[src/wdt_pkg.sv]
package wdt_pkg;
  // I/O decode bases, selected by the base strap
  localparam logic [9:0] BASE_0 = 10'h190;
  localparam logic [9:0] BASE_1 = 10'h290;
  localparam logic [9:0] BASE_2 = 10'h390;
  localparam int CTRL_WIDTH = 8;
  localparam int ENABLE_BIT = 0;
  localparam int REFRESH_BIT = 1;
  localparam logic [7:0] CTRL_RESET = 8'h00;
  // Timing
  localparam int CLK_HZ = 50_000_000;
  localparam int TIMEOUT_LONG_MS = 1600;
  localparam int TIMEOUT_SHORT_MS = 100;
  localparam int TIMEOUT_LONG_CYC = TIMEOUT_LONG_MS * (CLK_HZ / 1000);
  localparam int TIMEOUT_SHORT_CYC = TIMEOUT_SHORT_MS * (CLK_HZ / 1000);
  localparam int PULSE_CYC = 16;
  localparam int CNT_W = 27;
  typedef enum logic [2:0] {
    ST_OFF = 3'b001,
    ST_RUN = 3'b010,
    ST_FIRE = 3'b100
  } wdt_state_t;
endpackage

[src/wdt_if.sv]
`timescale 1ns/1ps
`default_nettype none
interface wdt_if;
  logic run;
  logic kick;
  logic expired;
  modport ctrl (output run, output kick, input expired);
  modport cnt (input run, input kick, output expired);
endinterface
`default_nettype wire

[src/wdt_counter.sv]
`timescale 1ns/1ps
`default_nettype none
module wdt_counter #(
  parameter int CNT_W = 27
) (
  input wire logic clk,
  input wire logic rst_n,
  input wire logic [CNT_W-1:0] limit,
  wdt_if.cnt ctl
);
  logic [CNT_W-1:0] count_reg;
  logic expired_reg;
  wire logic at_limit = (count_reg >= limit - 1'b1);
  always_ff @(posedge clk or negedge rst_n) begin
    if (!rst_n) begin
      count_reg <= '0;
      expired_reg <= 1'b0;
    end else if (!ctl.run || ctl.kick) begin
      count_reg <= '0;
      expired_reg <= 1'b0;
    end else if (!expired_reg) begin
      count_reg <= count_reg + 1'b1;
      expired_reg <= at_limit;
    end
  end
  assign ctl.expired = expired_reg;
endmodule // wdt_counter
`default_nettype wire

[src/io_mapped_watchdog_timer.sv]
`timescale 1ns/1ps
`default_nettype none
module io_mapped_watchdog_timer
  import wdt_pkg::*;
#(
  parameter int LONG_CYC = wdt_pkg::TIMEOUT_LONG_CYC,
  parameter int SHORT_CYC = wdt_pkg::TIMEOUT_SHORT_CYC
) (
  // Clock and reset
  input wire logic clk,
  input wire logic rst_n,
  // I/O read and write port
  input wire logic [9:0] io_addr,
  input wire logic io_wr,
  input wire logic [7:0] io_wdata,
  input wire logic io_rd,
  output logic [7:0] io_rdata,
  output logic io_sel,
  // Straps and configuration
  input wire logic [1:0] base_select_strap,
  input wire logic watchdog_permit_strap,
  input wire logic short_timeout,
  // Status and reset out
  output logic wdt_active,
  output logic wdt_reset
);
  import wdt_pkg::*;

  logic rst_sync1_reg, rst_sync2_reg;
  always_ff @(posedge clk or negedge rst_n) begin
    if (!rst_n) begin
      rst_sync1_reg <= 1'b0;
      rst_sync2_reg <= 1'b0;
    end else begin
      rst_sync1_reg <= 1'b1;
      rst_sync2_reg <= rst_sync1_reg;
    end
  end
  wire logic srst_n = rst_sync2_reg;

  // Strap code 3 falls back to the first base
  wire logic [9:0] base_addr =
    (base_select_strap == 2'd1) ? BASE_1 :
    (base_select_strap == 2'd2) ? BASE_2 : BASE_0;
  wire logic hit = (io_addr == base_addr);
  wire logic wr_hit = io_wr && hit;
  wire logic rd_hit = io_rd && hit;

  logic [7:0] ctrl_reg;
  wdt_state_t state_reg, state_next;
  logic [$clog2(PULSE_CYC+1)-1:0] pulse_reg;
  logic wdt_reset_reg, active_reg, sel_reg;
  logic [7:0] rdata_reg;

  wire logic refresh_edge = wr_hit &&
    (io_wdata[REFRESH_BIT] != ctrl_reg[REFRESH_BIT]);
  wire logic enable_req = wr_hit && io_wdata[ENABLE_BIT];
  wire logic permit = watchdog_permit_strap;
  wire logic [CNT_W-1:0] limit = short_timeout ?
    CNT_W'(SHORT_CYC) : CNT_W'(LONG_CYC);

  wdt_if cif ();
  assign cif.run = (state_reg == ST_RUN) && permit;
  assign cif.kick = refresh_edge;
  // Counter clears itself whenever run drops, so no stale count survives
  wdt_counter #(.CNT_W(CNT_W)) u_cnt (
    .clk(clk),
    .rst_n(srst_n),
    .limit(limit),
    .ctl(cif)
  );

  always_comb begin
    state_next = state_reg;
    unique case (state_reg)
      ST_OFF: if (enable_req && permit) state_next = ST_RUN;
      ST_RUN: begin
        if (!permit) state_next = ST_OFF;
        else if (cif.expired) state_next = ST_FIRE;
      end
      ST_FIRE: if (pulse_reg == 1) state_next = ST_OFF;
      default: state_next = ST_OFF;
    endcase
  end

  always_ff @(posedge clk or negedge srst_n) begin
    if (!srst_n) begin
      state_reg <= ST_OFF;
      ctrl_reg <= CTRL_RESET;
    end else begin
      state_reg <= state_next;
      // Timeout beats a same-cycle write so the enable really clears
      if (state_next == ST_FIRE && state_reg == ST_RUN)
        ctrl_reg[ENABLE_BIT] <= 1'b0;
      else if (wr_hit)
        ctrl_reg <= io_wdata;
    end
  end

  always_ff @(posedge clk or negedge srst_n) begin
    if (!srst_n) begin
      pulse_reg <= '0;
      wdt_reset_reg <= 1'b0;
    end else if (state_reg == ST_RUN && state_next == ST_FIRE) begin
      pulse_reg <= ($clog2(PULSE_CYC+1))'(PULSE_CYC);
      wdt_reset_reg <= 1'b1;
    end else if (pulse_reg != 0) begin
      pulse_reg <= pulse_reg - 1'b1;
      wdt_reset_reg <= (pulse_reg != 1);
    end
  end

  // Readback is a courtesy; software should keep its own copy
  always_ff @(posedge clk or negedge srst_n) begin
    if (!srst_n) begin
      active_reg <= 1'b0;
      sel_reg <= 1'b0;
      rdata_reg <= 8'h00;
    end else begin
      active_reg <= (state_next == ST_RUN);
      sel_reg <= rd_hit;
      rdata_reg <= rd_hit ? ctrl_reg : 8'h00;
    end
  end

  assign io_rdata = rdata_reg;
  assign io_sel = sel_reg;
  assign wdt_active = active_reg;
  assign wdt_reset = wdt_reset_reg;
endmodule // io_mapped_watchdog_timer
`default_nettype wire

[config.mk]
export PLATFORM = sky130hd
export DESIGN_NAME = io_mapped_watchdog_timer
export DESIGN_NICKNAME = d
export VERILOG_FILES = /design/src/wdt_pkg.sv /design/src/wdt_if.sv /design/src/wdt_counter.sv /design/src/io_mapped_watchdog_timer.sv
export SDC_FILE = /design/constraint.sdc
export NUM_CORES = 1
export LEC_CHECK = 0
export BUFFER_PORTS_ARGS = -buffer_cell sky130_fd_sc_hd__buf_4
export CORE_MARGIN = 3
export CORE_UTILIZATION = 50
export CTS_BUF_LIST = sky130_fd_sc_hd__clkbuf_16
export DETAILED_ROUTE_END_ITERATION = 12
export GPL_ROUTABILITY_DRIVEN = 0
export GPL_TIMING_DRIVEN = 0
export PLACE_DENSITY_LB_ADDON = 0.25
export SYNTH_ARGS = -nofsm -noshare
export SYNTH_HDL_FRONTEND = slang
export SYNTH_SLANG_ARGS = --single-unit
[constraint.sdc]
create_clock -name clk -period 3.3 [get_ports clk]
set_input_delay 0.165 -clock clk [delete_from_list [all_inputs] [get_ports clk]]
set_output_delay 0.165 -clock clk [all_outputs]
set_load 0.005 [all_outputs]
==> flow_metrics.py, run 1 <==
metrics = {
    "synth": {
        "synth_top_area_cell": "dfrtp_1",
        "syn_area_per_cell_um2": 10.49,
        "synth_edf_count": 0,
        "ys_types": 53,
        "synth_seq_cells": 57,
        "ys_seq_area_share_pct": 49.12,
        "postSynthCellCount": 277,
        "synthArstFlopShare_pct": 100.0,
        "synth_warnings": 0,
        "synth_nets": 318,
        "synth_ff_type": "dfrtp_1",
        "syn_area_um2": 2907,
        "synth_top_cell_area_share_pct": 48.21,
        "yosys-top-cells-area": "dfrtp_1 (48%), ha_1 (6.5%), xnor2_1 (4.8%), nor2_1 (4.6%), mux2_2 (3.1%)",
    },
    "placed_design": {
        "hpwl_um": 3897,
        "io_buffers": 36,
    },
    "critical_path": {
        "start_kind": "flip-flop",
        "path_class": "reg2reg",
        "r2r_start": "u_cnt.count_reg[0]",
        "slowest_delay_ns": 0.41,
        "path_cells": "ha_1 -> and2b_1 -> nand4_2 -> buf_6 -> nor3_1 -> xnor2_1 -> nor2_1",
        "path_max_fanout": 10,
        "rrSetupSlack_ns": 1.49,
        "critPathSlowestCell": "dfrtp_1",
        "r2r_cells": 7,
        "arrival_ns": 2.01,
        "critPathCaptureType": "flip-flop",
        "r2r_end": "u_cnt.count_reg[20]",
        "required_ns": 3.50,
    },
    "cts": {
        "clk_path_buf_depth": 2,
        "cts_resized": 0,
        "cts_tree": "done",
        "htree_levels": 3,
        "cts-buffers-inserted": 9,
        "insertion_delay_ns": 0.32,
        "path_clk_slew_ns": 0.05,
        "cts_root_buffer": "clkbuf_16",
        "cts_hold_buffers": 1,
        "post_cts_buffers": 0,
        "cts_sinks": 57,
    },
    "floorplan": {
        "core-area_um2": 5574,
        "die_x_um": 82.25,
        "die_y_um": 82.25,
        "start_util_pct": 52.14,
        "ioPinCount": 37,
        "num_rows": 27,
        "die_area_um2": 6764,
    },
    "route": {
        "drc_errors": 0,
        "routed_via_density": 5.350,
        "wire_per_inst_um": 13.88,
        "routed_wl_um": 5594,
        "first_pass_iters": 4,
        "route.vias.total": 2156,
        "drt_iter0_drc": 85,
        "drt.antenna.violating_nets": 0,
    },
    "cells_and_area": {
        "n_antenna_cell": 0,
        "drive_gt1_share_pct": 24.77,
        "largest_reg_flops": 27,
        "areaGrowthSynthToFinish_pct": 23.42,
        "fin_util_pct": 64.35,
        "layout.nets": 367,
    },
    "grt": {
        "grt_pass1_vias": 2185,
        "antenna_found_initial": 0,
        "grt_overflow_total": 0,
        "grt_use_total_pct": 19.64,
        "grt_start_max_net_pins": 37,
        "grt_pass1_wl_um": 9873,
    },
    "timing": {
        "period_needed_ns": 1.806,
        "timing.final.crit_share_pct": 54.74,
        "hold_viol_final": 0,
        "setup_viol": 0,
        "maxSlewHeadroom_pct": 68.27,
        "fin_skew_ns": 0.004787,
        "rsz0062_at_grt": "false",
        "tightest_slew_ns": 0.4640,
        "finalMaxSlewViolations": 0,
        "fmax_mhz": 553.6,
        "tns_ns": 0,
    },
    "worst_hold_path": {
        "worstHoldStart": "io_wdata[5]",
        "hold_class": "in2reg",
        "hold_depth": 2,
        "hold_path_end": "ctrl_reg[5]",
    },
    "job": {
        "drv_cap": 0,
    },
    "run_status": {
        "status": "finished, final reports clean",
    },
    "pwr": {
        "peakVddDrop_mv": 0.3422,
        "power.density_nw_per_um2": 460.8,
        "p_leak_nw": 1.653,
    },
}
-- power breakdown --
| part | leakage, nW | internal [mW] | total [mW] | switching [mW] |
|---|---|---|---|---|
| Sequential | 0.787 | 0.703 | 0.709 | 0.00600 |
| Clock | 0.148 | 0.576 | 0.891 | 0.315 |
| Combinational | 0.718 | 0.0295 | 0.0535 | 0.0240 |
| Total | 1.65 | 1.31 | 1.65 | 0.345 |
-- worst max path at each step --
stage	startpoint	to	slack [ns]
3_5_place_dp	base_select_strap[0]	u_cnt.count_reg[20]	1.41
5_1_grt	u_cnt.count_reg[0]	u_cnt.count_reg[22]	1.33
3_3_place_gp	rst_sync2_reg	pulse_reg[2]	0.97
4_1_cts	u_cnt.count_reg[0]	u_cnt.count_reg[18]	1.51
2_1_floorplan	rst_sync2_reg	ctrl_reg[0]	1.60
6_report	u_cnt.count_reg[0]	u_cnt.count_reg[20]	1.49
-- critical path, delay by kind of cell, from the launching register on --
kind	cells	cell delay, ns
buffers and inverters	1	0.18
flip-flops	1	0.41
XOR/XNOR	1	0.16
adder cells (fa/ha/maj)	1	0.21
AND/OR/NAND/NOR	4	0.72
-- cell families after synthesis --
group	Yosys count	share of synthesized area (%)
adder cells (fa/ha/maj)	15	6.457
XOR/XNOR	26	7.834
AND/OR/NAND/NOR	122	23.07
multiplexers	10	3.788
buffers and inverters	17	3.228
flip-flops	57	49.12
other	1	0.1290
AO/OA/AOI/OAI	29	6.372
-- final cells by class --
class	instances	area, um^2
buffer	8	60.06
clock buffer	9	225.2
clock inverter	7	63.81
fill	452	1987
inverter	9	33.78
multi-input combinational	203	1385
sequential	57	1429
tap	72	90.09
timing repair buffer	38	300.3
-- cells in the mapped netlist (2+ instances only) --
library cell,instances
xnor2_1,16
nor3_1,12
ha_1,15
xor2_1,10
nand4_2,2
buf_6,3
and2_1,10
nand3_1,13
nand3_2,2
a2111oi_0,2
nand4_1,7
dfrtp_1,56
or3_1,4
o21ai_0,5
nand2b_1,2
buf_2,3
and3_1,3
mux2i_1,2
o31ai_1,2
and4_1,3
mux2_2,8
a21oi_1,10
nor2_1,36
nand2_1,14
inv_1,9
-- placed cells by master, fill, tap and decap left out, types with 3 or more instances in the layout --
cell type	n
and3_1	3
buf_2	3
dfrtp_1	55
nand3_1	13
xor2_1	10
clkbuf_16	9
and4_1	3
and2_1	10
nor3_1	12
inv_1	11
buf_4	37
a21oi_1	10
ha_1	15
or3_1	4
xnor2_1	16
nand4_1	7
o21ai_0	5
mux2_2	8
buf_6	3
nor2_1	36
nand2_1	14
-- metal layers --
layer | global-route usage [%] | wire [um]
met1 | 22.43 | 2494
met5 | 0 | 0
met4 | 6.811 | 69
met3 | 8.677 | 343
met2 | 32.61 | 2687
-- metrics by stage --
step,setup WS [ns],hold slack [ns],instance area [um^2],cells,total power [mW]
2_1_floorplan,1.597,-0.1306,2907,277,0.7391
3_3_place_gp,0.9655,-0.05256,3267,385,0.7696
3_5_place_dp,1.406,-0.05150,3288,386,0.7749
4_1_cts,1.510,0.06325,3587,403,1.680
5_1_grt,1.335,0.07413,3587,403,1.716
6_report,1.494,0.07819,3587,403,1.653
Note: power is estimated with default switching activity, not from simulation.
==> run 2: changes to the inputs <==
clock period = 1.87 ns   (was 3.3 ns; I/O delays follow)
==> run 2 against run 1 <==
Global-route usage increased by 0.092 points; power increased by 77%; critical path type unchanged; maximum frequency increased by 3.9%; sequential power increased by 76%; clock-buffer cell count unchanged; die area unchanged; core utilization increased by 1.5 points; worst hold slack got worse by 0.065 ns; flip-flop and latch count unchanged; final area increased by 2.3%; critical path depth decreased by 1; sequential share of layout area decreased by 0.91 points.
==> flow_metrics.py, run 2 (synthesis gave the netlist of run 1 again) <==
metrics = {
    "floorplan": {
        "start_util_pct": 52.14,
        "die_y_um": 82.25,
        "num_rows": 27,
        "core-area_um2": 5574,
        "die_x_um": 82.25,
        "ioPinCount": 37,
        "die_area_um2": 6764,
    },
    "cts": {
        "cts_sinks": 57,
        "cts_root_buffer": "clkbuf_16",
        "post_cts_buffers": 0,
        "cts_tree": "done",
        "htree_levels": 3,
        "cts-buffers-inserted": 9,
        "path_clk_slew_ns": 0.05,
        "insertion_delay_ns": 0.32,
        "clk_path_buf_depth": 2,
    },
    "cells_and_area": {
        "layout.nets": 371,
        "n_antenna_cell": 0,
        "largest_reg_flops": 27,
        "layout_common_cells": "dfrtp_1 (55), buf_4 (37), nor2_1 (35)",
        "areaGrowthSynthToFinish_pct": 26.30,
        "drive_gt1_share_pct": 25.67,
        "fin_util_pct": 65.86,
        "fillCellCount": 428,
        "layout_commonest_cell": "dfrtp_1",
        "final_cells": 407,
    },
    "route": {
        "met1_length_um": 2586,
        "drt_iter0_drc": 74,
        "routed_via_density": 5.334,
        "first_pass_iters": 4,
        "wire_per_inst_um": 13.97,
        "top_layer": "met4",
        "drt.antenna.violating_nets": 0,
        "route.met3.wl_um": 304,
        "wl_met2_um": 2734,
        "route.vias.total": 2171,
        "routed_wl_um": 5685,
        "drc_errors": 0,
    },
    "timing": {
        "fmax_mhz": 575.3,
        "fin_skew_ns": 0.007171,
        "tns_ns": 0,
        "maxSlewHeadroom_pct": 68.26,
        "hold_viol_final": 0,
        "finalMaxSlewViolations": 0,
        "setup_viol": 0,
        "period_needed_ns": 1.738,
        "timing.final.crit_share_pct": 92.95,
        "tightest_slew_ns": 0.4642,
    },
    "pwr": {
        "p_leak_nw": 1.677,
        "peakVddDrop_mv": 0.6050,
        "power.density_nw_per_um2": 798.1,
        "power.total_mw": 2.930,
    },
    "grt": {
        "grt_pass1_wl_um": 9929,
        "grt_start_max_net_pins": 37,
        "grt_use_total_pct": 19.74,
        "grt_overflow_total": 0,
        "antenna_found_initial": 0,
        "grt_pass1_vias": 2192,
    },
    "critical_path": {
        "path_cells": "ha_1 -> and2b_2 -> nand4_2 -> buf_6 -> or3_1 -> a21oi_1",
        "slowest_delay_ns": 0.41,
        "arrival_ns": 1.98,
        "critPathSlowestCell": "dfrtp_1",
        "critPathCaptureType": "flip-flop",
        "path_class": "reg2reg",
        "path_max_fanout": 10,
        "required_ns": 2.11,
        "start_kind": "flip-flop",
    },
    "placed_design": {
        "hpwl_um": 3897,
        "io_buffers": 36,
        "dp.cells": 386,
    },
    "run_status": {
        "status": "finished, final reports clean",
    },
    "job": {
        "drv_cap": 0,
    },
    "worst_hold_path": {
        "hold_class": "in2reg",
    },
}
==> run 2: cell count changes in the layout (fill, tap and decap cells not counted), moves of 3 or more <==
cell / previous run / this run
dlygate4sd3_1: 1 / 6
mux2_2: 8 / 5
nor3_1: 12 / 9
nor3_2: 1 / 4
mux2_4: 0 / 3
==> run 2: critical path: cells and delay by family, from the launching register on <==
| kind | cells | cell delay (ns) |
|---|---|---|
| AO/OA/AOI/OAI | 1 | 0.14 |
| AND/OR/NAND/NOR | 3 | 0.71 |
| flip-flops | 1 | 0.41 |
| buffers and inverters | 1 | 0.18 |
| adder cells (fa/ha/maj) | 1 | 0.21 |
==> run 2: what timing repair did <==
| action | CTS | global route |
|---|---|---|
| endpoints found under the setup margin | 0 | 11 |
| endpoints found under the hold margin | 7 | 0 |
| hold buffers | 6 | 0 |
| gates resized for setup | 0 | 9 |
==> run 2: layout make-up <==
| type | instances | area [um^2] | area share, % |
|---|---|---|---|
| Tap cell | 72 | 90.09 | 2.454 |
| Inverter | 9 | 33.78 | 0.9202 |
| Buffer | 7 | 55.05 | 1.500 |
| Multi-Input combinational cell | 203 | 1424 | 38.79 |
| Clock inverter | 7 | 63.81 | 1.738 |
| Sequential cell | 57 | 1429 | 38.92 |
| Clock buffer | 9 | 225.2 | 6.135 |
| Timing Repair Buffer | 43 | 350.3 | 9.543 |
==> run 2: metal layers <==
metal,global-route usage [%],up-vias
li1,-,1074
met1,22.99,1049
met2,32.37,41
met3,8.568,7
met4,6.811,0
met5,0,-
==> run 2: power breakdown <==
part           leakage, nW  switching [mW]  internal [mW]  total, mW
registers            0.787          0.0107           1.24       1.25
logic                0.742          0.0444         0.0596      0.104
clock network        0.148           0.558           1.02       1.57
total                 1.68           0.613           2.32       2.93
==> run 2: through the flow <==
step	hold WS, ns	cell area, um^2	setup slack [ns]
after floorplan	-0.2021	2907	0.1673
after global placement	-0.1241	3267	-0.4645
after detailed placement	-0.1230	3288	0.04742
after CTS	0.0004303	3637	0.07981
after global routing	0.01135	3671	-0.0004321
final	0.01287	3671	0.1318
==> run 2: worst paths after layout <==
kind | slack (ns) | to | depth (start not counted) | start
setup / recovery | 0.13 | u_cnt.count_reg[18] | 6 | u_cnt.count_reg[0]
setup reg to reg | 0.13 | u_cnt.count_reg[18] | 6 | u_cnt.count_reg[0]
min in group asynchronous | 0.10 | rst_sync2_reg | 2 | rst_n
hold / removal | 0.01 | ctrl_reg[6] | 2 | io_wdata[6]
max in group asynchronous | 1.03 | state_reg[0] | 1 | rst_sync2_reg
hold reg to reg | 0.22 | u_cnt.count_reg[26] | 0 | rst_sync2_reg
==> run 3: changes to the inputs <==
ABC_AREA = 1   (was default)
RECOVER_POWER = 50   (was default)
==> run 3 against run 2 <==
Sequential share of layout area down 3.6 points; flip-flop and latch count did not move; global-route usage rose by 2.2 points; first-iteration DRC count grew 150%; combinational power grew to 3.5 times the previous value; sequential power is 9% higher; via count grew 38%; maximum frequency is 1.5% higher; setup slack improved by 0.025 ns; die area increased by 14%; clock-buffer cell count unchanged; area after synthesis grew 15%.
==> flow_metrics.py, run 3 <==
metrics = {
    "cells_and_area": {
        "drive_gt1_share_pct": 16.73,
        "n_antenna_cell": 0,
        "largest_reg_flops": 27,
        "layout_commonest_cell": "nand2_1",
        "fillCellCount": 549,
        "layout.nets": 532,
        "stdcell_area_um2": 4044,
        "layout_common_cells": "nand2_1 (84), nor2_1 (81), dfrtp_1 (56)",
        "fin_util_pct": 62.97,
        "areaGrowthSynthToFinish_pct": 21.23,
        "register_area_um2": 1428,
        "final_cells": 573,
        "multiInputGateArea_um2": 1624,
    },
    "synth": {
        "synth_top_cell_area_share_pct": 42.01,
        "ys_seq_area_share_pct": 42.80,
        "ys_types": 34,
        "synth_warnings": 0,
        "synth_top_area_cell": "dfrtp_1",
        "postSynthCellCount": 442,
        "synthArstFlopShare_pct": 100.0,
        "syn_area_per_cell_um2": 7.547,
        "ys_top_cells_by_count": "nand2_1 (84), nor2_1 (81), dfrtp_1 (56)",
        "synth_nets": 483,
        "syn_area_um2": 3336,
        "post-synth-top-count-cell": "nand2_1",
        "synth_edf_count": 0,
        "yosys-top-cells-area": "dfrtp_1 (42%), nand2_1 (9.5%), nor2_1 (9.1%), inv_1 (6.2%), nand3_1 (6.0%)",
        "synth_seq_cells": 57,
        "synth_ff_type": "dfrtp_1",
    },
    "grt": {
        "grt-busiest-layer": "met2",
        "use_met1_pct": 28.30,
        "grt_overflow_total": 0,
        "grt_use_total_pct": 21.97,
        "grt_start_max_net_pins": 40,
        "antenna_found_initial": 0,
        "grt_pass1_wl_um": 13230,
        "grt_pass1_vias": 2924,
        "grtUsageMet2_pct": 35.62,
        "grt_use_met3_pct": 4.233,
    },
    "floorplan": {
        "start_util_pct": 51.94,
        "ioPinCount": 37,
        "num_rows": 29,
        "core-area_um2": 6422,
        "die_y_um": 87.68,
        "die_area_um2": 7688,
        "die_x_um": 87.68,
    },
    "pwr": {
        "peakVddDrop_mv": 0.7628,
        "clockPowerShare_pct": 50.7,
        "combPwrFrac_pct": 10.5,
        "sw_frac_of_total_pct": 24.44,
        "cell_internal_pwr_mw": 2.654,
        "power.total_mw": 3.512,
        "switchingPower_uw": 858.3,
        "power.density_nw_per_um2": 868.5,
        "p_leak_nw": 2.006,
        "sequentialPowerShare_pct": 38.8,
    },
    "critical_path": {
        "crit_path_start": "u_cnt.count_reg[13]",
        "crit_buf_inv": 0,
        "critPathSlowestCell": "dfrtp_1",
        "start_kind": "flip-flop",
        "critPathCaptureType": "flip-flop",
        "crit_family": "simple AND/OR/NAND/NOR gates",
        "required_ns": 2.08,
        "path_cells": "nand2_1 -> nor2_1 -> nand3_1 -> nor3_1 -> nand3_1 -> nand2_1 -> nor2_1",
        "r2r_start": "u_cnt.count_reg[13]",
        "arrival_ns": 1.92,
        "path_class": "reg2reg",
        "slowest_delay_ns": 0.49,
        "path_max_fanout": 6,
    },
    "timing": {
        "fin_hold_ws_ns": 0.01041,
        "rsz0062_at_grt": "false",
        "finalMaxSlewViolations": 0,
        "fmax_mhz": 583.8,
        "layout_setup_ws_ns": 0.1571,
        "maxSlewHeadroom_pct": 57.95,
        "hold_viol_final": 0,
        "fin_skew_ns": 0.007562,
        "timing.final.crit_share_pct": 91.60,
        "setup_viol": 0,
        "tightest_slew_ns": 0.6308,
        "period_needed_ns": 1.713,
        "tns_ns": 0,
    },
    "cts": {
        "htree_levels": 3,
        "insertion_delay_ns": 0.33,
        "clk_path_buf_depth": 2,
        "cts_root_buffer": "clkbuf_16",
        "cts_resized": 0,
        "cts_tree": "done",
        "cts-buffers-inserted": 9,
        "post_cts_buffers": 0,
        "path_clk_slew_ns": 0.05,
        "cts_sinks": 57,
    },
    "placed_design": {
        "pre_cts_ws_ns": 0.01922,
        "hpwl_um": 5651,
        "place_area_um2": 3724,
        "io_buffers": 36,
        "dp.cells": 556,
    },
    "route": {
        "routed_via_density": 5.227,
        "drt_iter0_drc": 182,
        "drt.antenna.violating_nets": 0,
        "drc_errors": 0,
        "routed_wl_um": 7561,
        "route.vias.total": 2995,
        "first_pass_iters": 4,
        "wire_per_inst_um": 13.20,
    },
    "worst_hold_path": {
        "hold_class": "in2reg",
        "worstHoldStart": "io_wdata[5]",
    },
    "job": {
        "drv_cap": 0,
    },
    "run_status": {
        "status": "finished, final reports clean",
    },
}
-- run 3: cell count changes in the layout (fill, tap and decap cells not counted), sizes merged, moves of 26 or more --
cell,previous run,this run
inv,11,65
nand3,15,41
nand2,14,91
nor2,37,89
-- run 3: timing repair --
item	in CTS	in global routing
setup endpoints to repair	0	0
hold endpoints to repair	2	0
hold buffers	1	0
-- run 3: final timing paths --
path,cells past startpoint,end,slack [ns]
worst max-delay path,7,u_cnt.count_reg[25],0.16
worst max register to register,7,u_cnt.count_reg[25],0.16
worst min-delay path,3,ctrl_reg[5],0.01
min in group asynchronous,2,rst_sync2_reg,0.10
worst min register to register,0,io_rdata[6],0.26
max in group asynchronous,1,u_cnt.count_reg[10],0.55
-- run 3: worst reg2reg max path: cells and delay by family (launching register included) --
family / cells / cell delay (ns)
flops: 1 / 0.49
simple gates: 7 / 1.11
-- run 3: cells by family (layout without fill, tap and decap cells) --
kind of cell / after synthesis / count (layout) / share of synthesized area, %
other cells: 1 / 1 / 0.1124
simple gates: 253 / 253 / 34.17
compound gates: 33 / 33 / 5.364
buf+inv: 70 / 124 / 8.515
xor+xnor: 13 / 13 / 3.413
flops: 57 / 57 / 42.80
fa+ha+maj: 15 / 15 / 5.626
-- run 3: area by class of cell --
cell class              instances  share of cell area (%)
multi-input cells             315                   40.16
flip-flops and latches         57                   35.30
repair buffers                 38                   7.024
inverters                      63                   5.848
clock buffers                   9                   5.569
clock inverters                 7                   2.537
well taps                      77                   2.382
plain buffers                   7                   1.176
-- run 3: metal layers --
layer / share of wire, % / up-vias / wire length, um
met5: 0 / - / 0
met4: 1.9 / 0 / 146
met3: 6.4 / 17 / 486
met2: 47 / 83 / 3567
met1: 44 / 1382 / 3360
li1: - / 1513 / -
-- run 3: power groups by stage --
stage | logic, mW | clock network, mW | registers [mW]
2_1_floorplan | 0.242 | 0 | 1.38
3_3_place_gp | 0.338 | 0 | 1.40
4_1_cts | 0.376 | 1.81 | 1.36
6_report | 0.368 | 1.78 | 1.36
3_5_place_dp | 0.372 | 0 | 1.38
5_1_grt | 0.429 | 1.88 | 1.37
